## config.mk

```make
export PLATFORM = sky130hd
export DESIGN_NAME = msbc_sideband
export DESIGN_NICKNAME = d
export VERILOG_FILES = /design/src/common/msbc_pkg.sv /design/src/hw/msbc_reset_filter.sv /design/src/hw/msbc_sideband.sv
export SDC_FILE = /design/constraint.sdc
export NUM_CORES = 1
export LEC_CHECK = 0
export ABC_AREA = 1
export ABC_CLOCK_PERIOD_IN_PS = 1750
export BUFFER_PORTS_ARGS = -buffer_cell sky130_fd_sc_hd__buf_4
export CORE_MARGIN = 2
export CORE_UTILIZATION = 49
export CTS_CLUSTER_DIAMETER = 30
export DETAILED_ROUTE_END_ITERATION = 10
export GPL_ROUTABILITY_DRIVEN = 0
export PLACE_DENSITY = 0.71
export RECOVER_POWER = 50
export SYNTH_ARGS = -nofsm -noshare
export SYNTH_HDL_FRONTEND = slang
export SYNTH_SLANG_ARGS = --single-unit
```

## constraint.sdc

```tcl
create_clock -name i_sys_clk -period 1.75 [get_ports i_sys_clk]
set_input_delay 0.175 -clock i_sys_clk [delete_from_list [all_inputs] [get_ports i_sys_clk]]
set_output_delay 0.175 -clock i_sys_clk [all_outputs]
set_load 0.01 [all_outputs]
```

## src/common/msbc_pkg.sv

```systemverilog
// shared constants for the module sideband control block
package msbc_pkg;
	// reset filter: least low time on the module reset pin, in ns
	localparam int RST_MIN_NS        = 2000;
	localparam int SYS_CLK_MHZ       = 10;
	// least time rounds up to whole cycles
	localparam int RST_MIN_CYC       = (RST_MIN_NS * SYS_CLK_MHZ + 999) / 1000;
	// management interface bring-up time after reset, in ns
	localparam int MGMT_INIT_NS      = 5000;
	localparam int MGMT_INIT_CYC     = (MGMT_INIT_NS * SYS_CLK_MHZ + 999) / 1000;
	localparam int CNT_W             = 16;
	// status byte layout seen by the serial slave
	localparam int STAT_NOT_READY    = 0;
	localparam int STAT_HIGH_POWER   = 1;
	localparam int STAT_INIT_SW      = 2;
	localparam int STAT_W            = 8;
	// reset values
	localparam logic [7:0] STAT_RST  = 8'h01;

	typedef enum logic [3:0] {
		MSBC_ST_RESET    = 4'h1,
		MSBC_ST_INIT     = 4'h2,
		MSBC_ST_LOWPWR   = 4'h4,
		MSBC_ST_HIGHPWR  = 4'h8
	} msbc_state_t;
endpackage : msbc_pkg

```

## src/hw/msbc_reset_filter.sv

```systemverilog
// glitch filter on the synchronised module reset pin
module msbc_reset_filter #(
	parameter int MIN_CYC = msbc_pkg::RST_MIN_CYC
) (
	input  wire logic i_sys_clk,
	input  wire logic i_nrst,
	input  wire logic i_level_n,
	output logic      o_reset_pulse
);
	logic [msbc_pkg::CNT_W-1:0] cnt_reg;
	logic [msbc_pkg::CNT_W-1:0] cnt_next;
	logic                       pulse_reg;
	logic                       pulse_next;

	// count low time; pulse once when it reaches the minimum
	always_comb
	begin
		cnt_next   = cnt_reg;
		pulse_next = 1'b0;
		if (i_level_n)
			cnt_next = '0;
		else if (cnt_reg < MIN_CYC[msbc_pkg::CNT_W-1:0])
		begin
			cnt_next = cnt_reg + 16'h0001;
			if (cnt_next == MIN_CYC[msbc_pkg::CNT_W-1:0])
				pulse_next = 1'b1;
		end
	end

	// state registers
	always_ff @(posedge i_sys_clk or negedge i_nrst)
	begin
		if (!i_nrst)
		begin
			cnt_reg   <= '0;
			pulse_reg <= 1'b0;
		end
		else
		begin
			cnt_reg   <= cnt_next;
			pulse_reg <= pulse_next;
		end
	end

	assign o_reset_pulse = pulse_reg;
endmodule // msbc_reset_filter

```

## src/hw/msbc_sideband.sv

```systemverilog
// sideband control and status logic of a pluggable module
// Contract
// - serial bus answered only while selected
// - long reset low restores all defaults; the interrupt and the init-mode status bit keep their values
// - completion: interrupt low, not-ready cleared
// - completion interrupt also after power-up
// - init select reads high when undriven
// - select high: stay low power until software
// - select low: high power after init
// - present line tied to ground
// - interrupt low flags fault or status
// - interrupt only pulled low, never high
module msbc_sideband #(
	parameter int RST_MIN_CYC   = msbc_pkg::RST_MIN_CYC,
	parameter int MGMT_INIT_CYC = msbc_pkg::MGMT_INIT_CYC
) (
	input  wire logic                       i_sys_clk,
	input  wire logic                       i_nrst,
	input  wire logic                       i_module_select_n,
	input  wire logic                       i_module_reset_n,
	input  wire logic                       i_init_control_select,
	input  wire logic                       i_init_select_driven,
	input  wire logic                       i_scl,
	input  wire logic                       i_sda,
	input  wire logic                       i_sw_high_power,
	input  wire logic                       i_fault,
	input  wire logic                       i_status_read,
	output logic                            o_scl_enable,
	output logic                            o_sda_enable,
	output logic [msbc_pkg::STAT_W-1:0]     o_status,
	output logic                            o_high_power,
	output logic                            o_module_present_n,
	output logic                            o_module_present_oe,
	output logic                            o_interrupt_n,
	output logic                            o_interrupt_oe,
	output logic                            o_defaults_load
);
	logic [2:0]                 sel_sync_reg;
	logic [2:0]                 sel_sync_next;
	logic [1:0]                 rst_sync_reg;
	logic [1:0]                 rst_sync_next;
	logic [1:0]                 ini_sync_reg;
	logic [1:0]                 ini_sync_next;
	logic [1:0]                 drv_sync_reg;
	logic [1:0]                 drv_sync_next;
	logic [1:0]                 scl_sync_reg;
	logic [1:0]                 scl_sync_next;
	logic [1:0]                 sda_sync_reg;
	logic [1:0]                 sda_sync_next;
	logic                       rst_pulse;
	msbc_pkg::msbc_state_t      state_reg;
	msbc_pkg::msbc_state_t      state_next;
	logic [msbc_pkg::CNT_W-1:0] cnt_reg;
	logic [msbc_pkg::CNT_W-1:0] cnt_next;
	logic                       not_ready_reg;
	logic                       not_ready_next;
	logic                       done_int_reg;
	logic                       done_int_next;
	logic                       init_sw_reg;
	logic                       init_sw_next;
	logic                       bus_en_reg;
	logic                       bus_en_next;
	logic                       int_oe_reg;
	logic                       int_oe_next;
	logic                       defaults_reg;
	logic                       defaults_next;
	logic [msbc_pkg::STAT_W-1:0] status_reg;
	logic [msbc_pkg::STAT_W-1:0] status_next;
	logic                       hp_reg;
	logic                       hp_next;
	logic [msbc_pkg::CNT_W-1:0] low_run_reg;
	logic [msbc_pkg::CNT_W-1:0] low_run_next;

	// two-flop synchronisers for the pin inputs, three flops on module select
	always_comb
	begin
		sel_sync_next = {sel_sync_reg[1:0], i_module_select_n};
		rst_sync_next = {rst_sync_reg[0], i_module_reset_n};
		ini_sync_next = {ini_sync_reg[0], i_init_control_select};
		drv_sync_next = {drv_sync_reg[0], i_init_select_driven};
		scl_sync_next = {scl_sync_reg[0], i_scl};
		sda_sync_next = {sda_sync_reg[0], i_sda};
		// saturating low-time count, the yardstick for the filter check
		low_run_next  = rst_sync_reg[1] ? '0 : low_run_reg + {15'h0000, ~&low_run_reg};
	end

	always_ff @(posedge i_sys_clk or negedge i_nrst)
	begin
		if (!i_nrst)
		begin
			sel_sync_reg <= 3'h7;
			rst_sync_reg <= 2'h3;
			ini_sync_reg <= 2'h3;
			drv_sync_reg <= 2'h0;
			scl_sync_reg <= 2'h3;
			sda_sync_reg <= 2'h3;
			low_run_reg  <= '0;
		end
		else
		begin
			sel_sync_reg <= sel_sync_next;
			rst_sync_reg <= rst_sync_next;
			ini_sync_reg <= ini_sync_next;
			drv_sync_reg <= drv_sync_next;
			scl_sync_reg <= scl_sync_next;
			sda_sync_reg <= sda_sync_next;
			low_run_reg  <= low_run_next;
		end
	end

	msbc_reset_filter #(
		.MIN_CYC       (RST_MIN_CYC)
	) u_rst_filter (
		.i_sys_clk     (i_sys_clk),
		.i_nrst        (i_nrst),
		.i_level_n     (rst_sync_reg[1]),
		.o_reset_pulse (rst_pulse)
	);

	// power-up and reset sequencing
	always_comb
	begin
		state_next     = state_reg;
		cnt_next       = cnt_reg;
		not_ready_next = not_ready_reg;
		done_int_next  = done_int_reg;
		init_sw_next   = init_sw_reg;
		defaults_next  = 1'b0;
		if (i_fault)
			done_int_next = 1'b1;
		else if (i_status_read)
			done_int_next = 1'b0;
		unique case (state_reg)
			msbc_pkg::MSBC_ST_RESET:
			begin
				defaults_next  = 1'b1;
				not_ready_next = 1'b1;
				cnt_next       = '0;
				state_next     = msbc_pkg::MSBC_ST_INIT;
			end
			msbc_pkg::MSBC_ST_INIT:
			begin
				cnt_next = cnt_reg + 16'h0001;
				if (cnt_reg >= MGMT_INIT_CYC[msbc_pkg::CNT_W-1:0] - 16'h0001)
				begin
					not_ready_next = 1'b0;
					done_int_next  = 1'b1;
					// undriven select reads as software control
					init_sw_next   = ini_sync_reg[1] | ~drv_sync_reg[1];
					// hardware control goes straight to high power
					if (ini_sync_reg[1] | ~drv_sync_reg[1])
						state_next = msbc_pkg::MSBC_ST_LOWPWR;
					else
						state_next = msbc_pkg::MSBC_ST_HIGHPWR;
				end
			end
			msbc_pkg::MSBC_ST_LOWPWR:
			begin
				if (i_sw_high_power)
					state_next = msbc_pkg::MSBC_ST_HIGHPWR;
			end
			msbc_pkg::MSBC_ST_HIGHPWR:
			begin
				if (init_sw_reg && !i_sw_high_power)
					state_next = msbc_pkg::MSBC_ST_LOWPWR;
			end
			default:
				state_next = msbc_pkg::MSBC_ST_RESET;
		endcase
		if (rst_pulse)
			state_next = msbc_pkg::MSBC_ST_RESET;
		// status and power flags follow the next state, so outputs leave flops
		hp_next     = (state_next == msbc_pkg::MSBC_ST_HIGHPWR);
		status_next = '0;
		status_next[msbc_pkg::STAT_NOT_READY]  = not_ready_next;
		status_next[msbc_pkg::STAT_HIGH_POWER] = hp_next;
		status_next[msbc_pkg::STAT_INIT_SW]    = init_sw_next;
	end

	// asynchronous reset enters reset state, so power-up posts completion
	always_ff @(posedge i_sys_clk or negedge i_nrst)
	begin
		if (!i_nrst)
		begin
			state_reg     <= msbc_pkg::MSBC_ST_RESET;
			cnt_reg       <= '0;
			not_ready_reg <= 1'b1;
			done_int_reg  <= 1'b0;
			init_sw_reg   <= msbc_pkg::STAT_RST[msbc_pkg::STAT_INIT_SW];
			defaults_reg  <= 1'b0;
			status_reg    <= msbc_pkg::STAT_RST;
			hp_reg        <= 1'b0;
		end
		else
		begin
			state_reg     <= state_next;
			cnt_reg       <= cnt_next;
			not_ready_reg <= not_ready_next;
			done_int_reg  <= done_int_next;
			init_sw_reg   <= init_sw_next;
			defaults_reg  <= defaults_next;
			status_reg    <= status_next;
			hp_reg        <= hp_next;
		end
	end

	// output drive
	always_comb
	begin
		// bus drivers enabled only while selected
		bus_en_next = ~sel_sync_reg[1] & ~sel_sync_reg[2];
		int_oe_next = done_int_reg;
	end

	always_ff @(posedge i_sys_clk or negedge i_nrst)
	begin
		if (!i_nrst)
		begin
			bus_en_reg <= 1'b0;
			int_oe_reg <= 1'b0;
		end
		else
		begin
			bus_en_reg <= bus_en_next;
			int_oe_reg <= int_oe_next;
		end
	end

	assign o_scl_enable        = bus_en_reg;
	assign o_sda_enable        = bus_en_reg;
	assign o_status            = status_reg;
	assign o_high_power        = hp_reg;
	// present line always pulled to ground
	assign o_module_present_n  = 1'b0;
	assign o_module_present_oe = 1'b1;
	assign o_interrupt_n       = 1'b0;
	assign o_interrupt_oe      = int_oe_reg;
	assign o_defaults_load     = defaults_reg;

	// checks
	property p_bus_select;
		@(posedge i_sys_clk) disable iff (!i_nrst)
		sel_sync_reg[2] |=> !o_scl_enable;
	endproperty
	a_bus_select: assert property (p_bus_select) else $error("bus enabled unselected");

	property p_reset_defaults;
		@(posedge i_sys_clk) disable iff (!i_nrst)
		rst_pulse |=> ##1 o_defaults_load && o_status[0];
	endproperty
	a_reset_defaults: assert property (p_reset_defaults) else $error("no defaults");

	property p_done_int;
		@(posedge i_sys_clk) disable iff (!i_nrst)
		$fell(not_ready_reg) |=> int_oe_reg;
	endproperty
	a_done_int: assert property (p_done_int) else $error("no completion irq");

	property p_powerup;
		@(posedge i_sys_clk) disable iff (!i_nrst)
		(state_reg == msbc_pkg::MSBC_ST_RESET) |-> ##[1:1000] !not_ready_reg;
	endproperty
	a_powerup: assert property (p_powerup) else $error("init never done");

	property p_sw_lowpwr;
		@(posedge i_sys_clk) disable iff (!i_nrst)
		(state_reg == msbc_pkg::MSBC_ST_LOWPWR && !i_sw_high_power) |=> !o_high_power;
	endproperty
	a_sw_lowpwr: assert property (p_sw_lowpwr) else $error("left low power");

	property p_hw_highpwr;
		@(posedge i_sys_clk) disable iff (!i_nrst)
		$fell(not_ready_reg) && !init_sw_reg |-> o_high_power;
	endproperty
	a_hw_highpwr: assert property (p_hw_highpwr) else $error("hw init no power");

	property p_undriven;
		@(posedge i_sys_clk) disable iff (!i_nrst)
		$fell(not_ready_reg) && !$past(drv_sync_reg[1]) |-> init_sw_reg;
	endproperty
	a_undriven: assert property (p_undriven) else $error("undriven not sw");

	property p_present;
		@(posedge i_sys_clk) disable iff (!i_nrst)
		o_module_present_oe && !o_module_present_n;
	endproperty
	a_present: assert property (p_present) else $error("not present");

	property p_fault_int;
		@(posedge i_sys_clk) disable iff (!i_nrst)
		i_fault |=> ##1 o_interrupt_oe;
	endproperty
	a_fault_int: assert property (p_fault_int) else $error("fault no irq");

	property p_open_drain;
		@(posedge i_sys_clk) disable iff (!i_nrst)
		o_interrupt_oe |-> !o_interrupt_n;
	endproperty
	a_open_drain: assert property (p_open_drain) else $error("irq driven high");

	property p_glitch;
		@(posedge i_sys_clk) disable iff (!i_nrst)
		rst_pulse |-> low_run_reg >= RST_MIN_CYC[msbc_pkg::CNT_W-1:0];
	endproperty
	a_glitch: assert property (p_glitch) else $error("glitch reset");

	c_reset: cover property (@(posedge i_sys_clk) rst_pulse);
	c_hipwr: cover property (@(posedge i_sys_clk) $rose(o_high_power));
	c_fault: cover property (@(posedge i_sys_clk) i_fault);
	c_sel_frame: cover property (@(posedge i_sys_clk) o_scl_enable && $fell(scl_sync_reg[1]));
	c_start: cover property (@(posedge i_sys_clk) $fell(sda_sync_reg[1]) && scl_sync_reg[1]);
endmodule // msbc_sideband

```

==> flow_summary.json <==
{
  "start_kind": "flip-flop",
  "worst_slew_pin_slew_ps": 650,
  "portBuffers": 16,
  "path_max_fanout": 17,
  "cp.arrival_ps": 1760,
  "wl_per_cell_um": 11.4,
  "grt-ovfl-total": 0,
  "clock-root-buffer": "clkbuf_8",
  "maxSlewHeadroom_pct": 56.7,
  "yosysMostFrequentCell": "nand2_1",
  "synth.cell_area_sq_mm": 0.00252,
  "fin_ws_ps": 227,
  "synth_area_leader_cell": "dfrtp_1",
  "row_count": 26,
  "die_area_sq_mm": 0.00574,
  "whs_ps": 52.5,
  "yosysSeqAreaShare_pct": 53.0,
  "n_fill_cell": 455,
  "total_power_mw": 2.84,
  "io-pin-count": 27,
  "cts.htree.levels": 2,
  "worstSkewPairLatency_ps": 300,
  "final_area_sq_mm": 0.00282,
  "path_cells": "inv_1 > nand3_4 > inv_4 > nor2_2 > nand2_1 > a21oi_1",
  "worstSetupPathType": "flip-flop to flip-flop",
  "placed_cell_area_sq_mm": 0.00265,
  "tns_ps": 0,
  "ant_nets": 0,
  "antenna_found_initial": 0,
  "syn_avg_cell_area_sq_um": 8.67,
  "synth_enable_flop_cells": 0,
  "start_util_pct": 50.0,
  "critical_path.top_delay_family": "simple AND/OR/NAND/NOR gates",
  "track_usage_pct": 17.0,
  "cp_slowest_cell": "dfstp_2",
  "diodes": 0,
  "area_growth_pct": 11.6,
  "dominantRegCellSynth": "dfrtp_1",
  "async_flop_share_pct": 100,
  "die_w_um": 75.8,
  "cp.depth": 6,
  "cp_slowest_stage_delay_ps": 540,
  "route.detailed.drc": 0,
  "required_ps": 1990,
  "post-route-min-period_ps": 1520,
  "grt_start_max_net_pins": 54,
  "wirelength_um": 4360,
  "grt_pass1_wl_um": 7470,
  "crit_path_end_kind": "flip-flop",
  "hold_viol": 0,
  "hold_path.class": "primary input to flip-flop",
  "min_period_over_period_pct": 87.1,
  "dp_hpwl_um": 3070,
  "ctsResizeCount": 0,
  "die_y_um": 75.8,
  "clock_skew_ps": 3.64,
  "slew_violations": 0,
  "first_pass_iters": 4,
  "fmax_mhz": 656,
  "max-cap-violations": 0,
  "grt_pass1_vias": 1699,
  "numCtsBuffers": 5,
  "reg2reg_slack_ps": 230,
  "routed_via_density": 4.84,
  "clockBufferDepth": 2,
  "coreArea_sq_mm": 0.00504,
  "status": "complete, no violations",
  "synth_cell_types": 30,
  "powerDensity_mw_per_mm2": 1010,
  "layout-drive-gt1-share_pct": 14.7,
  "clkTransAtPathRegs_ps": 100,
  "ys_ff_latch": 53,
  "worstHoldPathCells": 3,
  "pre_cts_slack_ps": 246,
  "vias": 1849,
  "drt_iter0_drc": 95,
  "cts.sinks": 53,
  "ir_worst_vdd_mv": 0.872,
  "synth_common_cells": "nand2_1 (57), dfrtp_1 (44), inv_1 (40), nor2_1 (36), nand3_1 (27)",
  "yosys-top-cells-area": "dfrtp_1 (44%), dfstp_2 (9.4%), nand2_1 (8.5%)",
  "setup_viol": 0,
  "syn_inst": 291,
  "synth_top_cell_area_share_pct": 43.6,
  "nets": 327,
  "power_leakage_nw": 1.37,
  "yosysWarnings": 0,
  "cts_tree": "done",
  "ff2ff_path_depth": 6,
  "rsz0062_at_grt": "false",
  "cp_num_buf_inv": 2
}
[metrics by stage]
stage	std cells	utilization, %
floorplan	297	-
global placement	369	52.5
detailed placement	369	52.5
CTS	382	55.9
global route	382	55.9
finish	382	55.9
[cell families (layout without fill, tap and decap cells)]
logic type	after synthesis	in the layout	synth area share [%]
and+or+nand+nor	140	140	26.0
xor gates and xnor gates	2	2	0.694
adders and majority gates	5	5	2.48
AOI/OAI and AO/OA	31	31	6.64
buffers and inverters	58	73	10.9
other	2	8	0.298
DFF	53	53	53.0
[worst reg2reg max path: cells and delay by family (launching register included)]
family | cells | cell delay (ps)
buf+inv | 2 | 200
flops | 1 | 540
compound gates | 1 | 150
simple gates | 3 | 560
[final cells by class]
cell class                 count  area [sq um]  area share, %
clock inverter                 3          50.0           1.78
timing repair buffer          21           170           6.04
multi-input combinational    186           935           33.2
tap                           70          87.6           3.11
inverter                      44           168           5.95
clock buffer                   5          68.8           2.44
sequential                    53          1340           47.5
[what timing repair did]
item	in CTS	in global routing
setup buffers	0	0
hold endpoints to repair	48	0
hold buffers	5	0
[per-layer routing]
| layer | track usage, % | up-vias | wire (um) |
|---|---|---|---|
| met4 | 5.65 | 0 | 77 |
| met5 | 0 | - | 0 |
| met1 | 22.9 | 877 | 2020 |
| met2 | 27.2 | 23 | 2160 |
| met3 | 3.70 | 8 | 105 |
| li1 | - | 941 | - |
[path summary, 6_finish.rpt]
kind | start | to
max in group asynchronous | i_nrst | cnt_reg[2]
hold / removal | i_fault | done_int_reg
setup reg to reg | state_reg[0] | cnt_reg[13]
setup / recovery | state_reg[0] | cnt_reg[13]
min in group asynchronous | i_nrst | cnt_reg[5]
hold reg to reg | rst_sync_reg[0] | rst_sync_reg[1]
[layout by cell type, fill, tap and decap left out, types with 7 or more instances in the layout]
cell      n
conb_1    8
dfstp_2   8
a21oi_1   7
nand2_1  57
nand4_1   7
buf_4    12
o21ai_0  19
dfrtp_1  44
nor2_1   36
inv_1    40
nand3_1  27
[power breakdown]
part	internal, mW	switching [mW]
Sequential	1.33	0.0760
Combinational	0.186	0.387
Clock	0.439	0.422
No activity file was read; power rests on OpenSTA's default activity.
